==> src/pkg/rtcnt_consts.svh <==
`ifndef RTCNT_CONSTS_SVH
`define RTCNT_CONSTS_SVH

// ----------------------------------------------------------------
// Register indices (byte address is four times the index)
// ----------------------------------------------------------------
`define RTCNT_IDX_PRESCALE_CONTROL 6'h00
`define RTCNT_IDX_SYNC_STATUS      6'h01
`define RTCNT_IDX_IRQ_MASK         6'h02
`define RTCNT_IDX_IRQ_FLAGS        6'h03
`define RTCNT_IDX_EVENT_ENABLE     6'h05
`define RTCNT_IDX_COUNT_VALUE      6'h08
`define RTCNT_IDX_TOP_VALUE        6'h0a
`define RTCNT_IDX_COMPARE_VALUE    6'h0c

// ----------------------------------------------------------------
// Field positions and widths
// ----------------------------------------------------------------
`define RTCNT_PRESC_W      3
`define RTCNT_BUSY_BIT     0
`define RTCNT_WRAP_BIT     0
`define RTCNT_MATCH_BIT    1

// ----------------------------------------------------------------
// Reset values
// ----------------------------------------------------------------
`define RTCNT_RST_PRESC    3'h0
`define RTCNT_RST_COUNT    16'h0000
`define RTCNT_RST_TOP      16'hffff
`define RTCNT_RST_COMPARE  16'h0000

// ----------------------------------------------------------------
// Prescale codes
// ----------------------------------------------------------------
`define RTCNT_PS_OFF       3'h0
`define RTCNT_PS_DIV1      3'h1
`define RTCNT_PS_DIV2      3'h2
`define RTCNT_PS_DIV8      3'h3
`define RTCNT_PS_DIV16     3'h4
`define RTCNT_PS_DIV64     3'h5
`define RTCNT_PS_DIV256    3'h6
`define RTCNT_PS_DIV1024   3'h7

// ----------------------------------------------------------------
// Bus answers
// ----------------------------------------------------------------
`define RTCNT_RESP_OKAY    2'h0
`define RTCNT_RESP_SLVERR  2'h2

`endif

==> src/pkg/rtcnt_pkg.sv <==
`default_nettype none
package rtcnt_pkg;

   // ----------------------------------------------------------------
   // Types
   // ----------------------------------------------------------------
   typedef struct packed {
      logic match;
      logic wrap;
   } rtcnt_evt_t;

   typedef enum logic [1:0] {
      RTCNT_SYNC_IDLE  = 2'b00,
      RTCNT_SYNC_WAIT1 = 2'b01,
      RTCNT_SYNC_WAIT2 = 2'b10
   } rtcnt_sync_t;

   typedef struct packed {
      logic presc;
      logic count;
      logic top;
      logic cmp;
   } rtcnt_pend_t;

endpackage : rtcnt_pkg
`default_nettype wire

==> src/hdl/rtcnt_top.sv <==
// Register access over AXI4-Lite is this design's own decision.
`timescale 1ns/1ps
`include "rtcnt_consts.svh"
`default_nettype none
module rtcnt_top #(
   parameter int CNT_W   = 16,                        // Counter width
   parameter int PRESC_W = 10                         // Prescaler width
) (
   input  wire logic        aclk,                     // System clock
   input  wire logic        aresetn,                  // Sync reset, low
   input  wire logic        ref_clk,                  // Counter reference, counted on rising edges
   input  wire logic        match_vec_ack,            // Match vector taken
   input  wire logic        wrap_vec_ack,             // Wrap vector taken
   output logic             irq,                      // Level interrupt
   output rtcnt_pkg::rtcnt_evt_t evt,                 // Event pulses
   input  wire logic [7:0]  s_axi_awaddr,             // Write address
   input  wire logic        s_axi_awvalid,            // Write address valid
   output logic             s_axi_awready,            // Write address ready
   input  wire logic [31:0] s_axi_wdata,              // Write data
   input  wire logic [3:0]  s_axi_wstrb,              // Write strobes
   input  wire logic        s_axi_wvalid,             // Write data valid
   output logic             s_axi_wready,             // Write data ready
   output logic [1:0]       s_axi_bresp,              // Write response
   output logic             s_axi_bvalid,             // Write response valid
   input  wire logic        s_axi_bready,             // Write response ready
   input  wire logic [7:0]  s_axi_araddr,             // Read address
   input  wire logic        s_axi_arvalid,            // Read address valid
   output logic             s_axi_arready,            // Read address ready
   output logic [31:0]      s_axi_rdata,              // Read data
   output logic [1:0]       s_axi_rresp,              // Read response
   output logic             s_axi_rvalid,             // Read valid
   input  wire logic        s_axi_rready              // Read ready
);

   // ----------------------------------------------------------------
   // Functions
   // ----------------------------------------------------------------
   function automatic logic [PRESC_W-1:0] presc_mask(input logic [2:0] code);
      case (code)
         `RTCNT_PS_DIV2:    presc_mask = PRESC_W'(10'h001);
         `RTCNT_PS_DIV8:    presc_mask = PRESC_W'(10'h007);
         `RTCNT_PS_DIV16:   presc_mask = PRESC_W'(10'h00f);
         `RTCNT_PS_DIV64:   presc_mask = PRESC_W'(10'h03f);
         `RTCNT_PS_DIV256:  presc_mask = PRESC_W'(10'h0ff);
         `RTCNT_PS_DIV1024: presc_mask = PRESC_W'(10'h3ff);
         default:           presc_mask = PRESC_W'(10'h000);
      endcase
   endfunction : presc_mask

   // Returns {fire, next divider state}
   function automatic logic [2:0] decim(input logic [1:0] d, input logic [CNT_W-1:0] top);
      if (top == CNT_W'(0)) begin
         decim = (d == 2'h2) ? 3'h4 : {1'b0, d + 2'h1};
      end else if (top == CNT_W'(1)) begin
         decim = (d == 2'h1) ? 3'h4 : 3'h1;
      end else begin
         decim = 3'h4;
      end
   endfunction : decim

   function automatic logic [31:0] merge(input logic [31:0] old, input logic [31:0] nw,
                                         input logic [3:0] strb);
      logic [31:0] r;
      r = old;
      for (int i = 0; i < 4; i++) begin
         if (strb[i]) begin
            r[i*8 +: 8] = nw[i*8 +: 8];
         end
      end
      merge = r;
   endfunction : merge

   // ----------------------------------------------------------------
   // Declarations
   // ----------------------------------------------------------------
   logic                  ref_prev_ff;
   logic [PRESC_W-1:0]    presc_cnt_ff;
   logic [2:0]            presc_ff, pend_presc_ff;
   logic [CNT_W-1:0]      count_value_ff, top_value_ff, cmp_value_ff;
   logic [CNT_W-1:0]      pend_count_ff, pend_top_ff, pend_cmp_ff;
   rtcnt_pkg::rtcnt_pend_t pend_ff;
   rtcnt_pkg::rtcnt_sync_t sync_ff;
   logic                  domain_transfer_pending_ff;
   logic [1:0]            irq_mask_ff, evt_en_ff, flags_ff, nxt_flags;
   logic [1:0]            dec_match_ff, dec_wrap_ff;
   logic [2:0]            dm, dw;
   logic                  irq_ff;
   rtcnt_pkg::rtcnt_evt_t evt_ff;
   logic                  ref_edge, tick, match_hit, wrap_hit, apply, wr_sync;
   logic                  aw_got_ff, w_got_ff, awready_ff, wready_ff, bvalid_ff;
   logic [5:0]            aw_idx_ff;
   logic [31:0]           wdata_ff;
   logic [3:0]            wstrb_ff;
   logic [1:0]            bresp_ff, rresp_ff;
   logic                  arready_ff, rvalid_ff;
   logic [31:0]           rdata_ff, wr_word, rd_word;
   logic                  do_wr, rd_hit, wr_hit;
   logic [5:0]            ar_idx;

   // ----------------------------------------------------------------
   // Reference edge and prescaler
   // ----------------------------------------------------------------
   assign ref_edge = ref_clk & ~ref_prev_ff;
   assign tick     = ref_edge && (presc_ff != `RTCNT_PS_OFF) &&
                     ((presc_cnt_ff & presc_mask(presc_ff)) == presc_mask(presc_ff));

   always_ff @(posedge aclk) begin
      if (!aresetn) begin
         ref_prev_ff  <= 1'b0;
         presc_cnt_ff <= '0;
      end else begin
         ref_prev_ff <= ref_clk;
         if (ref_edge && presc_ff != `RTCNT_PS_OFF) begin
            presc_cnt_ff <= presc_cnt_ff + PRESC_W'(1);
         end
      end
   end

   // ----------------------------------------------------------------
   // Counter
   // ----------------------------------------------------------------
   assign wrap_hit  = tick && (count_value_ff == top_value_ff);
   assign match_hit = tick && (count_value_ff == cmp_value_ff) &&
                      (cmp_value_ff <= top_value_ff);

   always_ff @(posedge aclk) begin
      if (!aresetn) begin
         count_value_ff <= `RTCNT_RST_COUNT;
         top_value_ff   <= `RTCNT_RST_TOP;
         cmp_value_ff   <= `RTCNT_RST_COMPARE;
         presc_ff       <= `RTCNT_RST_PRESC;
      end else begin
         if (apply && pend_ff.count) begin
            count_value_ff <= pend_count_ff;
         end else if (wrap_hit) begin
            count_value_ff <= '0;
         end else if (tick) begin
            count_value_ff <= count_value_ff + CNT_W'(1);
         end
         if (apply && pend_ff.top) begin
            top_value_ff <= pend_top_ff;
         end
         if (apply && pend_ff.cmp) begin
            cmp_value_ff <= pend_cmp_ff;
         end
         if (apply && pend_ff.presc) begin
            presc_ff <= pend_presc_ff;
         end
      end
   end

   // ----------------------------------------------------------------
   // Domain transfer handshake
   // ----------------------------------------------------------------
   assign apply = (sync_ff == rtcnt_pkg::RTCNT_SYNC_WAIT2) && ref_edge && !wr_sync;

   always_ff @(posedge aclk) begin
      if (!aresetn) begin
         sync_ff                    <= rtcnt_pkg::RTCNT_SYNC_IDLE;
         domain_transfer_pending_ff <= 1'b0;
      end else begin
         case (sync_ff)
            rtcnt_pkg::RTCNT_SYNC_IDLE: begin
               if (wr_sync) begin
                  sync_ff <= rtcnt_pkg::RTCNT_SYNC_WAIT1;
               end
            end
            rtcnt_pkg::RTCNT_SYNC_WAIT1: begin
               if (wr_sync) begin
                  sync_ff <= rtcnt_pkg::RTCNT_SYNC_WAIT1;
               end else if (ref_edge) begin
                  sync_ff <= rtcnt_pkg::RTCNT_SYNC_WAIT2;
               end
            end
            rtcnt_pkg::RTCNT_SYNC_WAIT2: begin
               if (wr_sync) begin
                  sync_ff <= rtcnt_pkg::RTCNT_SYNC_WAIT1;
               end else if (ref_edge) begin
                  sync_ff <= rtcnt_pkg::RTCNT_SYNC_IDLE;
               end
            end
            default: sync_ff <= rtcnt_pkg::RTCNT_SYNC_IDLE;
         endcase
         domain_transfer_pending_ff <= wr_sync ||
            ((sync_ff != rtcnt_pkg::RTCNT_SYNC_IDLE) && !apply);
      end
   end

   // ----------------------------------------------------------------
   // Flags, interrupt and events
   // ----------------------------------------------------------------
   assign dm = decim(dec_match_ff, top_value_ff);
   assign dw = decim(dec_wrap_ff, top_value_ff);

   always_comb begin
      nxt_flags = flags_ff;
      if (match_vec_ack) begin
         nxt_flags[`RTCNT_MATCH_BIT] = 1'b0;
      end
      if (wrap_vec_ack) begin
         nxt_flags[`RTCNT_WRAP_BIT] = 1'b0;
      end
      if (do_wr && aw_idx_ff == `RTCNT_IDX_IRQ_FLAGS && wstrb_ff[0]) begin
         nxt_flags = nxt_flags & ~wdata_ff[1:0];
      end
      if (match_hit) begin
         nxt_flags[`RTCNT_MATCH_BIT] = 1'b1;
      end
      if (wrap_hit) begin
         nxt_flags[`RTCNT_WRAP_BIT] = 1'b1;
      end
   end

   always_ff @(posedge aclk) begin
      if (!aresetn) begin
         flags_ff     <= 2'h0;
         irq_ff       <= 1'b0;
         evt_ff       <= '0;
         dec_match_ff <= 2'h0;
         dec_wrap_ff  <= 2'h0;
      end else begin
         flags_ff   <= nxt_flags;
         irq_ff     <= |(flags_ff & irq_mask_ff);
         evt_ff.match <= match_hit && dm[2] && evt_en_ff[`RTCNT_MATCH_BIT];
         evt_ff.wrap  <= wrap_hit && dw[2] && evt_en_ff[`RTCNT_WRAP_BIT];
         if (match_hit) begin
            dec_match_ff <= dm[1:0];
         end
         if (wrap_hit) begin
            dec_wrap_ff <= dw[1:0];
         end
      end
   end

   // ----------------------------------------------------------------
   // AXI4-Lite write
   // ----------------------------------------------------------------
   assign do_wr   = aw_got_ff && w_got_ff && !bvalid_ff;
   assign wr_hit  = (aw_idx_ff == `RTCNT_IDX_PRESCALE_CONTROL) ||
                    (aw_idx_ff == `RTCNT_IDX_SYNC_STATUS) ||
                    (aw_idx_ff == `RTCNT_IDX_IRQ_MASK) ||
                    (aw_idx_ff == `RTCNT_IDX_IRQ_FLAGS) ||
                    (aw_idx_ff == `RTCNT_IDX_EVENT_ENABLE) ||
                    (aw_idx_ff == `RTCNT_IDX_COUNT_VALUE) ||
                    (aw_idx_ff == `RTCNT_IDX_TOP_VALUE) ||
                    (aw_idx_ff == `RTCNT_IDX_COMPARE_VALUE);
   assign wr_sync = do_wr && ((aw_idx_ff == `RTCNT_IDX_PRESCALE_CONTROL) ||
                    (aw_idx_ff == `RTCNT_IDX_COUNT_VALUE) ||
                    (aw_idx_ff == `RTCNT_IDX_TOP_VALUE) ||
                    (aw_idx_ff == `RTCNT_IDX_COMPARE_VALUE));
   assign wr_word = merge(32'h0000_0000, wdata_ff, wstrb_ff);

   always_ff @(posedge aclk) begin
      if (!aresetn) begin
         aw_got_ff  <= 1'b0;
         w_got_ff   <= 1'b0;
         awready_ff <= 1'b0;
         wready_ff  <= 1'b0;
         bvalid_ff  <= 1'b0;
         bresp_ff   <= `RTCNT_RESP_OKAY;
         aw_idx_ff  <= 6'h00;
         wdata_ff   <= 32'h0000_0000;
         wstrb_ff   <= 4'h0;
      end else begin
         awready_ff <= !aw_got_ff && !(s_axi_awvalid && awready_ff) && !bvalid_ff;
         wready_ff  <= !w_got_ff && !(s_axi_wvalid && wready_ff) && !bvalid_ff;
         if (s_axi_awvalid && awready_ff) begin
            aw_got_ff <= 1'b1;
            aw_idx_ff <= s_axi_awaddr[7:2];
         end
         if (s_axi_wvalid && wready_ff) begin
            w_got_ff <= 1'b1;
            wdata_ff <= s_axi_wdata;
            wstrb_ff <= s_axi_wstrb;
         end
         if (do_wr) begin
            aw_got_ff <= 1'b0;
            w_got_ff  <= 1'b0;
            bvalid_ff <= 1'b1;
            bresp_ff  <= wr_hit ? `RTCNT_RESP_OKAY : `RTCNT_RESP_SLVERR;
         end else if (bvalid_ff && s_axi_bready) begin
            bvalid_ff <= 1'b0;
         end
      end
   end

   always_ff @(posedge aclk) begin
      if (!aresetn) begin
         pend_ff       <= '0;
         pend_presc_ff <= `RTCNT_RST_PRESC;
         pend_count_ff <= `RTCNT_RST_COUNT;
         pend_top_ff   <= `RTCNT_RST_TOP;
         pend_cmp_ff   <= `RTCNT_RST_COMPARE;
         irq_mask_ff   <= 2'h0;
         evt_en_ff     <= 2'h0;
      end else begin
         if (apply) begin
            pend_ff <= '0;
         end
         if (do_wr) begin
            case (aw_idx_ff)
               `RTCNT_IDX_PRESCALE_CONTROL: begin
                  pend_presc_ff <= wr_word[`RTCNT_PRESC_W-1:0];
                  pend_ff.presc <= 1'b1;
               end
               `RTCNT_IDX_COUNT_VALUE: begin
                  pend_count_ff <= wr_word[CNT_W-1:0];
                  pend_ff.count <= 1'b1;
               end
               `RTCNT_IDX_TOP_VALUE: begin
                  pend_top_ff <= wr_word[CNT_W-1:0];
                  pend_ff.top <= 1'b1;
               end
               `RTCNT_IDX_COMPARE_VALUE: begin
                  pend_cmp_ff <= wr_word[CNT_W-1:0];
                  pend_ff.cmp <= 1'b1;
               end
               `RTCNT_IDX_IRQ_MASK:     irq_mask_ff <= wr_word[1:0];
               `RTCNT_IDX_EVENT_ENABLE: evt_en_ff   <= wr_word[1:0];
               default: ;
            endcase
         end
      end
   end

   // ----------------------------------------------------------------
   // AXI4-Lite read
   // ----------------------------------------------------------------
   assign ar_idx = s_axi_araddr[7:2];

   always_comb begin
      rd_word = 32'h0000_0000;
      rd_hit  = 1'b1;
      case (ar_idx)
         `RTCNT_IDX_PRESCALE_CONTROL: rd_word[`RTCNT_PRESC_W-1:0] = presc_ff;
         `RTCNT_IDX_SYNC_STATUS:   rd_word[`RTCNT_BUSY_BIT] = domain_transfer_pending_ff;
         `RTCNT_IDX_IRQ_MASK:      rd_word[1:0] = irq_mask_ff;
         `RTCNT_IDX_IRQ_FLAGS:     rd_word[1:0] = flags_ff;
         `RTCNT_IDX_EVENT_ENABLE:  rd_word[1:0] = evt_en_ff;
         `RTCNT_IDX_COUNT_VALUE:   rd_word[CNT_W-1:0] = count_value_ff;
         `RTCNT_IDX_TOP_VALUE:     rd_word[CNT_W-1:0] = top_value_ff;
         `RTCNT_IDX_COMPARE_VALUE: rd_word[CNT_W-1:0] = cmp_value_ff;
         default:                  rd_hit = 1'b0;
      endcase
   end

   always_ff @(posedge aclk) begin
      if (!aresetn) begin
         arready_ff <= 1'b0;
         rvalid_ff  <= 1'b0;
         rdata_ff   <= 32'h0000_0000;
         rresp_ff   <= `RTCNT_RESP_OKAY;
      end else begin
         arready_ff <= !rvalid_ff && !(s_axi_arvalid && arready_ff);
         if (s_axi_arvalid && arready_ff) begin
            rvalid_ff <= 1'b1;
            rdata_ff  <= rd_word;
            rresp_ff  <= rd_hit ? `RTCNT_RESP_OKAY : `RTCNT_RESP_SLVERR;
         end else if (rvalid_ff && s_axi_rready) begin
            rvalid_ff <= 1'b0;
         end
      end
   end

   // ----------------------------------------------------------------
   // Outputs
   // ----------------------------------------------------------------
   assign irq           = irq_ff;
   assign evt           = evt_ff;
   assign s_axi_awready = awready_ff;
   assign s_axi_wready  = wready_ff;
   assign s_axi_bvalid  = bvalid_ff;
   assign s_axi_bresp   = bresp_ff;
   assign s_axi_arready = arready_ff;
   assign s_axi_rvalid  = rvalid_ff;
   assign s_axi_rdata   = rdata_ff;
   assign s_axi_rresp   = rresp_ff;

endmodule : rtcnt_top
`default_nettype wire

==> config.mk <==
export PLATFORM = sky130hd
export DESIGN_NAME = rtcnt_top
export DESIGN_NICKNAME = d
export VERILOG_FILES = /design/src/pkg/rtcnt_pkg.sv /design/src/hdl/rtcnt_top.sv
export VERILOG_INCLUDE_DIRS = /design/src /design/src/pkg
export SDC_FILE = /design/constraint.sdc
export NUM_CORES = 1
export LEC_CHECK = 0
export BUFFER_PORTS_ARGS = -buffer_cell sky130_fd_sc_hd__buf_2
export CAP_MARGIN = 20
export CORE_ASPECT_RATIO = 1.5
export CORE_MARGIN = 2
export CORE_UTILIZATION = 30
export CTS_CLUSTER_SIZE = 12
export DETAILED_ROUTE_END_ITERATION = 8
export PLACE_DENSITY = 0.44
export SETUP_SLACK_MARGIN = 0.05
export SYNTH_ARGS = -nofsm -noshare
export SYNTH_HDL_FRONTEND = slang
export SYNTH_SLANG_ARGS = --single-unit
==> constraint.sdc <==
create_clock -name aclk -period 3.24 [get_ports aclk]
set_input_delay 0.162 -clock aclk [delete_from_list [all_inputs] [get_ports aclk]]
set_output_delay 0.162 -clock aclk [all_outputs]
set_load 0.02 [all_outputs]
==> results of run 1 <==
[final timing paths]
kind / from / to / slack, ns / cells past startpoint
worst min-delay path: wrap_vec_ack / flags_ff[0]$_SDFF_PN0_ / 0.04 / 4
worst max register to register: top_value_ff[13]$_SDFFE_PN1P_ / dec_match_ff[1]$_SDFFE_PN0P_ / 0.73 / 8
worst max-delay path: top_value_ff[13]$_SDFFE_PN1P_ / dec_match_ff[1]$_SDFFE_PN0P_ / 0.73 / 8
worst min register to register: s_axi_rdata[14]$_SDFFE_PN0P_ / s_axi_rdata[14]$_SDFFE_PN0P_ / 0.45 / 2
[cell families (layout without fill, tap and decap cells)]
family | Yosys count | in the layout | synth area share
AND/OR/NAND/NOR | 441 | 441 | 0.2430
AO/OA/AOI/OAI | 239 | 239 | 0.1641
flip-flops | 182 | 182 | 0.4200
buffers and inverters | 120 | 157 | 0.06994
XOR/XNOR | 44 | 44 | 0.04615
multiplexers | 25 | 25 | 0.03043
adder cells (fa/ha/maj) | 18 | 18 | 0.02596
other | 1 | 18 | 0.0004322
[flip-flops by register name, indices dropped and copies added (netlist names), 3 cells and up]
register	flops
aw_idx_ff	6
cmp_value_ff	16
count_value_ff	16
pend_cmp_ff	16
pend_count_ff	16
pend_ff	4
pend_presc_ff	3
pend_top_ff	16
presc_cnt_ff	10
presc_ff	3
s_axi_rdata	16
top_value_ff	16
wdata_ff	16
[Yosys cell counts (9+ instances only)]
cell type and n:
nand2_1 201, dfxtp_1 182, a21oi_1 127, nand3_1 76, nor2_1 58, clkbuf_1 41, xnor2_1 36, o211ai_1 35
o21ai_0 31, inv_1 23, mux2i_1 23, buf_4 22, nand4_1 21, buf_2 20, ha_1 18, nor3_1 13
nor4_1 11, nor2b_1 10, and3_1 9
[per-stage QoR]
step	instances	cell area [µm²]	hold WS [ns]	power [mW]	utilization
6_report	1514	9973	0.03640	4.630	0.3484
5_1_grt	1514	9973	0.06640	4.829	0.3484
4_1_cts	1514	9973	0.009326	4.713	0.3484
3_5_place_dp	1455	9110	0.4020	2.571	0.3183
3_3_place_gp	1455	9110	0.4020	2.571	0.3183
2_1_floorplan	1087	8740	0.2837	2.504	-
[cell type report]
cell class	count	share of cell area
Clock buffer	19	0.04541
Clock inverter	12	0.01305
Inverter	23	0.008907
Multi-Input combinational cell	785	0.4501
Sequential cell	182	0.3653
Tap cell	390	0.04893
Timing Repair Buffer	103	0.06825
[worst max-delay path, stage by stage, from the launching register on]
cell and delay, ns:
dfxtp_1 0.44, inv_1 0.10, ha_1 0.31, nand4_1 0.19, nor4_1 0.49, nand2_1 0.10
o31a_1 0.19, or4_1 0.48, a21oi_1 0.14
[metal layers]
metal,wire length (µm),share of wire
met1,11330,0.45
met2,12290,0.49
met3,859,0.034
met4,634,0.025
met5,0,0
[where the power goes]
group          internal, mW  total, mW  switching [mW]
Combinational        0.0849      0.239           0.154
Sequential             2.26       2.30          0.0379
Clock                  1.17       2.09           0.920
Total                  3.52       4.63            1.11
==> summary.txt, run 1 <==
Status
  – Status: complete, no violations

Worst setup path
  – Setup crit start kind: flop
  – Critical path class: flop to flop
  – CP required: 3.61 ns
  – Critical Path End Type: flop
  – WP data arrival: 2.88 ns
  – Crit-path max FO: 6

Global routing
  – Initial antenna violation count: 0
  – GRT busiest layer: met2
  – Vias in the first global route: 7133
  – Global-route wire length before repair: 40170 µm
  – Met3 Use GR: 0.02950
  – Grt total ovfl: 0
  – Total track usage: 0.1716
  – GRT met1 Usage: 0.2178
  – Largest net degree at the start of global routing: 51
  – M2 GR Usage: 0.2895

CTS
  – Postcts setup bufs: 0
  – Post-CTS Resized: 0
  – Clk_lat worst skew: 0.44 ns
  – # clock sinks: 182
  – Clock buffer depth: 2
  – Total CTS buffers: 17
  – Root Buffer: clkbuf_16
  – Cts hold-fix bufs: 28
  – Clock tree from TritonCTS: yes
  – Clock-pin slew on the worst setup and hold paths: 0.07 ns
  – H-Tree Depth: 4

Routing
  – Vias per cell: 4.919
  – Via count: 7448
  – DRC: 0
  – DRT Pass-1 Iters: 5
  – Post-DRT Antenna Nets: 0
  – Final WL: 25110 µm
  – Iter 0 DRT Violations: 404
  – Drt wl/cell: 16.58 µm

Power
  – PD cells: 464.3 mW/mm²
  – Static Leak: 3.745 nW
  – Peak VDD IR: 0.3681 mV

Placement
  – RePlAce Congestion: 0.8230
  – Pre-CTS WS: 0.7192 ns
  – DP Wirelength: 18200 µm
  – # port buffers: 65

Layout
  – Ant. Diodes: 0
  – Fill count: 3064
  – Most common library cell in the layout ignoring fill and taps: nand2_1
  – Reg area: 0.003643 mm²
  – Most frequent cells in the layout: nand2_1 (201), dfxtp_1 (182), a21oi_1 (127)
  – Multi-input logic area: 0.004489 mm²
  – Share of cells above drive strength 1: 0.1121
  – Layout Nets: 1192
  – Area growth syn-to-layout: 14.96%

STA
  – Unrepaired setup endpoints after global routing: false
  – Worst-Margin Slew: 0.8833 ns
  – Post-route setup slack: 0.7278 ns
  – Rel. slew slack: 0.4089
  – Layout Skew: 0.009735 ns
  – Final Cycle Share: 0.7754
  – Min Tclk post-route: 2.512 ns
  – Final setup violation count: 0
  – Fmax: 398.1 MHz
  – TNS Setup: 0 ns
  – Final slew viol count: 0
  – Hold Violations, Final: 0

Logic synthesis
  – Most frequently used flop master after synthesis: dfxtp_1
  – Top cell type's share of synthesized area: 0.4200
  – Post-synth top area cell: dfxtp_1
  – Synth Register Bits: 182
  – Syn Inst Count: 1070
  – Sequential area share after synthesis: 0.4200
  – Top post-synthesis cells by area: dfxtp_1 (42%), nand2_1 (8.7%), a21oi_1 (7.3%), nand3_1 (4.4%), xnor2_1 (3.6%)
  – Synth unique cells: 62
  – Fraction of registers with async set or reset after synthesis: 0
  – Synthesized area per cell: 8.108 µm²
  – Number of flops mapped to enable cells by yosys: 0
  – Synth warn: 0
  – Post-Syn Area: 0.008676 mm²

Die
  – I/O pin count: 106
  – Site Rows: 76
  – Die Area: 0.03032 mm²
  – Die X: 142.9 µm
  – Initial core utilization: 0.3031
  – Die Span Y: 212.3 µm
  – CORE AREA: 0.02862 mm²

Job
  – Max Cap Viol: 0

Hold path
  – HP Class: input pin to flop
(Power assumes the default switching activity.)
==> inputs of run 2 (changes only) <==
PLACE_DENSITY = 0.45   (was 0.44)
clock period = 2.25 ns   (was 3.24 ns; I/O delays follow)
==> run 2 against run 1 <==
Against the previous run: the run now ends with setup timing left; routed wire length increased by 2.2%; sequential power increased by 44%; non-clock buffer count increased by 89; count of clock-buffer cells in the layout increased by 6; critical path type unchanged; critical endpoint unchanged; largest power group unchanged.
==> summary.txt, run 2 (synthesized netlist as in run 1, its figures left out) <==
Status
  – Status: finished, violations left
  – Failing checks: setup timing

Power
  – PD cells: 619.5 mW/mm²
  – Static Leak: 4.158 nW
  – Total power: 6.770 mW
  – Peak VDD IR: 0.5488 mV

Layout
  – Share of cells above drive strength 1: 0.2076
  – Post-layout util: 0.3818
  – Ant. Diodes: 0
  – Fill count: 3007
  – Most frequent cells in the layout: nand2_1 (201), dfxtp_1 (164), a21oi_1 (126)
  – Area growth syn-to-layout: 25.96%
  – Most common library cell in the layout ignoring fill and taps: nand2_1
  – Layout Nets: 1281
  – Post-route insts no fill: 1604

Die
  – I/O pin count: 106
  – Site Rows: 76
  – Initial core utilization: 0.3031
  – CORE AREA: 0.02862 mm²
  – Die Area: 0.03032 mm²
  – Die X: 142.9 µm
  – Die Span Y: 212.3 µm

Global routing
  – Global-route wire length before repair: 40830 µm
  – Grt total ovfl: 0
  – Largest net degree at the start of global routing: 128
  – Total track usage: 0.1743
  – Initial antenna violation count: 0
  – Vias in the first global route: 7357

Worst setup path
  – Critical Path End Type: flop
  – Crit-path max FO: 3
  – Setup crit start kind: flop
  – Reg-to-reg endpoint: dec_match_ff[1]$_SDFFE_PN0P_
  – R2R depth: 8
  – Critical path class: flop to flop
  – FF-to-FF setup slack: -0.02 ns
  – Worst r2r src: top_value_ff[15]$_SDFFE_PN1P_
  – WP data arrival: 2.64 ns
  – CP required: 2.63 ns

CTS
  – Clk_lat worst skew: 0.45 ns
  – H-Tree Depth: 4
  – # clock sinks: 182
  – Clock-pin slew on the worst setup and hold paths: 0.07 ns
  – Total CTS buffers: 17
  – Clock buffer depth: 2
  – Clock tree from TritonCTS: yes
  – Root Buffer: clkbuf_16

Routing
  – DRT Pass-1 Iters: 4
  – Via count: 7725
  – Iter 0 DRT Violations: 346
  – Drt wl/cell: 15.99 µm
  – Final WL: 25650 µm
  – Post-DRT Antenna Nets: 0
  – DRC: 0
  – Vias per cell: 4.816

STA
  – Hold Violations, Final: 0
  – Unrepaired setup endpoints after global routing: true
  – Final setup violation count: 1
  – Min Tclk post-route: 2.267 ns
  – Rel. slew slack: 0.4290
  – Layout Skew: 0.01415 ns
  – Worst-Margin Slew: 0.8553 ns
  – Post-route setup slack: -0.01684 ns
  – Final Cycle Share: 1.007
  – TNS Setup: -0.01684 ns
  – Fmax: 441.1 MHz
  – Final slew viol count: 0

Hold path
  – Hold Path Cell Cnt: 3
  – Hold Crit Start: s_axi_awvalid
  – Worst hold endpoint: aw_got_ff$_SDFFE_PP0P_
  – HP Class: input pin to flop

Job
  – Max Cap Viol: 0

Placement
  – # port buffers: 65
  – Pre-CTS WS: -0.1887 ns
  – Placed cell count: 1533
  – DP Wirelength: 18340 µm
  – RePlAce Congestion: 0.8421
run 2: changes by cell type in the layout (fill, tap and decap cells not counted), moves of 11 or more:
cell / delta
buf_4: +77
dfxtp_1: -18
dfxtp_2: +18
ha_1: -11
run 2: worst max-delay path by stage:
stage | startpoint | end | slack [ns] | depth (start not counted)
6_report | top_value_ff[15]$_SDFFE_PN1P_ | dec_match_ff[1]$_SDFFE_PN0P_ | -0.02 | 8
5_1_grt | top_value_ff[15]$_SDFFE_PN1P_ | dec_match_ff[1]$_SDFFE_PN0P_ | -0.07 | 8
4_1_cts | top_value_ff[14]$_SDFFE_PN1P_ | flags_ff[1]$_SDFF_PN0_ | 0.04 | 9
3_5_place_dp | top_value_ff[14]$_SDFFE_PN1P_ | dec_match_ff[1]$_SDFFE_PN0P_ | -0.19 | 8
3_3_place_gp | top_value_ff[14]$_SDFFE_PN1P_ | dec_match_ff[1]$_SDFFE_PN0P_ | -0.16 | 8
2_1_floorplan | top_value_ff[7]$_SDFFE_PN1P_ | dec_match_ff[1]$_SDFFE_PN0P_ | 0.05 | 8
run 2: critical path, stage by stage (launching register included):
cell and delay [ns]:
dfxtp_2 0.34, inv_2 0.05, ha_4 0.21, nand4_1 0.18, nor2_1 0.08, a221o_1 0.36, o31a_1 0.36, or4_1 0.48
a21oi_1 0.15
run 2: where the power goes:
part / internal, mW / switching, mW
registers: 3.26 / 0.0492
clock network: 1.81 / 1.28
logic: 0.139 / 0.228
run 2: layout make-up:
cell class | instances | area, µm² | area share
Timing Repair Buffer | 192 | 1410 | 0.1290
Sequential cell | 182 | 3666 | 0.3355
Multi-Input combinational cell | 785 | 4668 | 0.4272
Inverter | 23 | 88.84 | 0.008129
Clock inverter | 7 | 91.34 | 0.008358
Clock buffer | 25 | 515.5 | 0.04717
Tap cell | 390 | 488.0 | 0.04465
run 2: per-stage QoR:
step | cell area [µm²] | hold WS [ns]
finish | 10930 | 0.03762
global route | 10930 | 0.06713
CTS | 10780 | 0.01306
global placement | 9747 | 0.3531
floorplan | 8753 | 0.2342
detailed placement | 9747 | 0.3601
run 2: per-layer routing:
| metal | global-route usage | wire length [µm] | part of all wire | vias to the layer above |
|---|---|---|---|---|
| met5 | 0 | 0 | 0 | - |
| met4 | 0.06145 | 459 | 0.018 | 0 |
| met3 | 0.03108 | 771 | 0.030 | 20 |
| met2 | 0.2943 | 12520 | 0.49 | 125 |
| met1 | 0.2227 | 11900 | 0.46 | 3606 |
| li1 | - | - | - | 3974 |
run 2: timing repair:
action	CTS	global route
cloned	0	0
setup buffers	1	2
pin swaps	13	18
endpoints found under the setup margin	4	12
hold endpoints to repair	32	0
hold buffers	36	0
gates resized for setup	13	37
==> inputs of run 3 (changes only) <==
clock period = 2 ns   (was 2.25 ns; I/O delays follow)
==> run 3 against run 2 <==
Against the previous run: the flow still finishes with violations (setup timing); total power is 11% higher; clock skew fell by 0.0048 ns; combinational power is 22% higher; sequential power is 12% higher; flip-flop and latch count unchanged; utilization grew 3.1 points; via count rose by 4.0%; cell area increased by 8.0%; register-to-register slack lost 0.20 ns; highest routed layer unchanged.
==> summary.txt, run 3 (synthesized netlist as in run 1, its figures left out) <==
Routing
  – Iter 0 DRT Violations: 466
  – DRC: 0
  – Final WL: 27900 µm
  – Vias per cell: 4.817
  – Drt wl/cell: 16.73 µm
  – DRT Pass-1 Iters: 5
  – Via count: 8034
  – Post-DRT Antenna Nets: 0

Placement
  – Pre-CTS WS: -0.3368 ns
  – # port buffers: 65
  – DP Wirelength: 20080 µm
  – Placed cell count: 1581
  – RePlAce Congestion: 0.8750
  – Placed inst area: 0.01019 mm²

Worst setup path
  – Reg-to-reg endpoint: dec_match_ff[1]$_SDFFE_PN0P_
  – Setup crit start kind: flop
  – Crit path cell chain: inv_4 -> ha_4 -> nand4_1 -> buf_4 -> nor4_4 -> nand2_1 -> o31a_1 -> or4_1 -> a21oi_2
  – Crit path buffers/inverters: 2
  – FF-to-FF setup slack: -0.21 ns
  – Crit-path max FO: 5
  – Family with the most delay on the worst path: simple AND/OR/NAND/NOR gates
  – CP required: 2.39 ns
  – Crit-path slowest cell: or4_1
  – Critical path class: flop to flop
  – R2R depth: 9
  – WP data arrival: 2.61 ns
  – Critical Path End Type: flop
  – Slowest Stage Delay on Critical Path: 0.43 ns
  – Worst r2r src: top_value_ff[10]$_SDFFE_PN1P_

STA
  – Unrepaired setup endpoints after global routing: true
  – Final Cycle Share: 1.107
  – Worst hold margin: 0.02283 ns
  – Fmax: 451.6 MHz
  – Rel. slew slack: 0.5898
  – Final slew viol count: 0
  – TNS Setup: -0.6730 ns
  – Min Tclk post-route: 2.214 ns
  – Final setup violation count: 5
  – Hold Violations, Final: 0
  – Layout Skew: 0.009372 ns
  – Post-route setup slack: -0.2142 ns
  – Worst-Margin Slew: 0.6154 ns

Power
  – PD cells: 634.9 mW/mm²
  – Peak VDD IR: 0.6210 mV
  – Static Leak: 4.662 nW
  – Total power: 7.496 mW

CTS
  – H-Tree Depth: 4
  – Total CTS buffers: 17
  – Clock-pin slew on the worst setup and hold paths: 0.07 ns
  – Clock tree from TritonCTS: yes
  – Clk_lat worst skew: 0.46 ns
  – # clock sinks: 182
  – Root Buffer: clkbuf_16
  – Clock buffer depth: 2

Global routing
  – Global-route wire length before repair: 43700 µm
  – Initial antenna violation count: 0
  – Total track usage: 0.1881
  – Vias in the first global route: 7876
  – Grt total ovfl: 0
  – Largest net degree at the start of global routing: 43

Hold path
  – Hold Crit Start: s_axi_araddr[7]
  – Worst hold endpoint: s_axi_rdata[1]$_SDFFE_PN0P_
  – Hold Path Cell Cnt: 4
  – HP Class: input pin to flop

Layout
  – Most common library cell in the layout ignoring fill and taps: nand2_1
  – Layout Nets: 1345
  – Fill count: 2963
  – Most frequent cells in the layout: nand2_1 (200), dfxtp_1 (158), buf_4 (136)
  – Post-route insts no fill: 1668
  – Share of cells above drive strength 1: 0.2856
  – Ant. Diodes: 0
  – Final instance area: 0.01181 mm²
  – Post-layout util: 0.4125
  – Area growth syn-to-layout: 36.10%

Status
  – Status: finished, violations left
  – Failing checks: setup timing

Die
  – Die Area: 0.03032 mm²
  – Site Rows: 76
  – Initial core utilization: 0.3031
  – Die Span Y: 212.3 µm
  – CORE AREA: 0.02862 mm²
  – I/O pin count: 106
  – Die X: 142.9 µm

Job
  – Max Cap Viol: 0
## run 3: worst min-delay path: stages
cell	delay (ns)
buf_2	0.12
nor4_1	0.08
nand2_1	0.06
a31oi_1	0.08
## run 3: final cells by class
class | count | area [µm²] | area share
Multi-Input combinational cell | 786 | 4979 | 0.4216
Sequential cell | 182 | 3684 | 0.3120
Tap cell | 390 | 488.0 | 0.04133
Inverter | 23 | 91.34 | 0.007735
Clock buffer | 24 | 461.7 | 0.03910
Timing Repair Buffer | 255 | 2003 | 0.1697
Clock inverter | 8 | 101.3 | 0.008583
## run 3: worst max-delay path by stage
| stage | from | end | slack, ns | cells past startpoint |
|---|---|---|---|---|
| after global placement | top_value_ff[8]$_SDFFE_PN1P_ | dec_match_ff[1]$_SDFFE_PN0P_ | -0.36 | 9 |
| after detailed placement | top_value_ff[8]$_SDFFE_PN1P_ | dec_match_ff[1]$_SDFFE_PN0P_ | -0.34 | 9 |
| final | top_value_ff[10]$_SDFFE_PN1P_ | dec_match_ff[1]$_SDFFE_PN0P_ | -0.21 | 9 |
| after floorplan | top_value_ff[8]$_SDFFE_PN1P_ | dec_match_ff[1]$_SDFFE_PN0P_ | 0.04 | 8 |
| after CTS | top_value_ff[14]$_SDFFE_PN1P_ | dec_match_ff[1]$_SDFFE_PN0P_ | -0.17 | 8 |
| after global routing | top_value_ff[10]$_SDFFE_PN1P_ | flags_ff[1]$_SDFF_PN0_ | -0.27 | 10 |
## run 3: power breakdown
group	internal, mW	switching (mW)
clock network	1.87	1.46
registers	3.66	0.0541
logic	0.169	0.280
total	5.70	1.80
## run 3: routing by layer
metal  vias up  share of wire  GRT usage
li1       4099              -          -
met4         0          0.028    0.07409
met3        44          0.021    0.03266
met2       102           0.51     0.3258
met1      3789           0.44     0.2306
met5         -              0          0
## run 3: timing repair
item	CTS	global route
hold buffers	32	0
hold endpoints to repair	29	0
cloned	1	2
pin swaps	27	30
endpoints found under the setup margin	31	39
buffers inserted	13	7
resized for setup	61	49
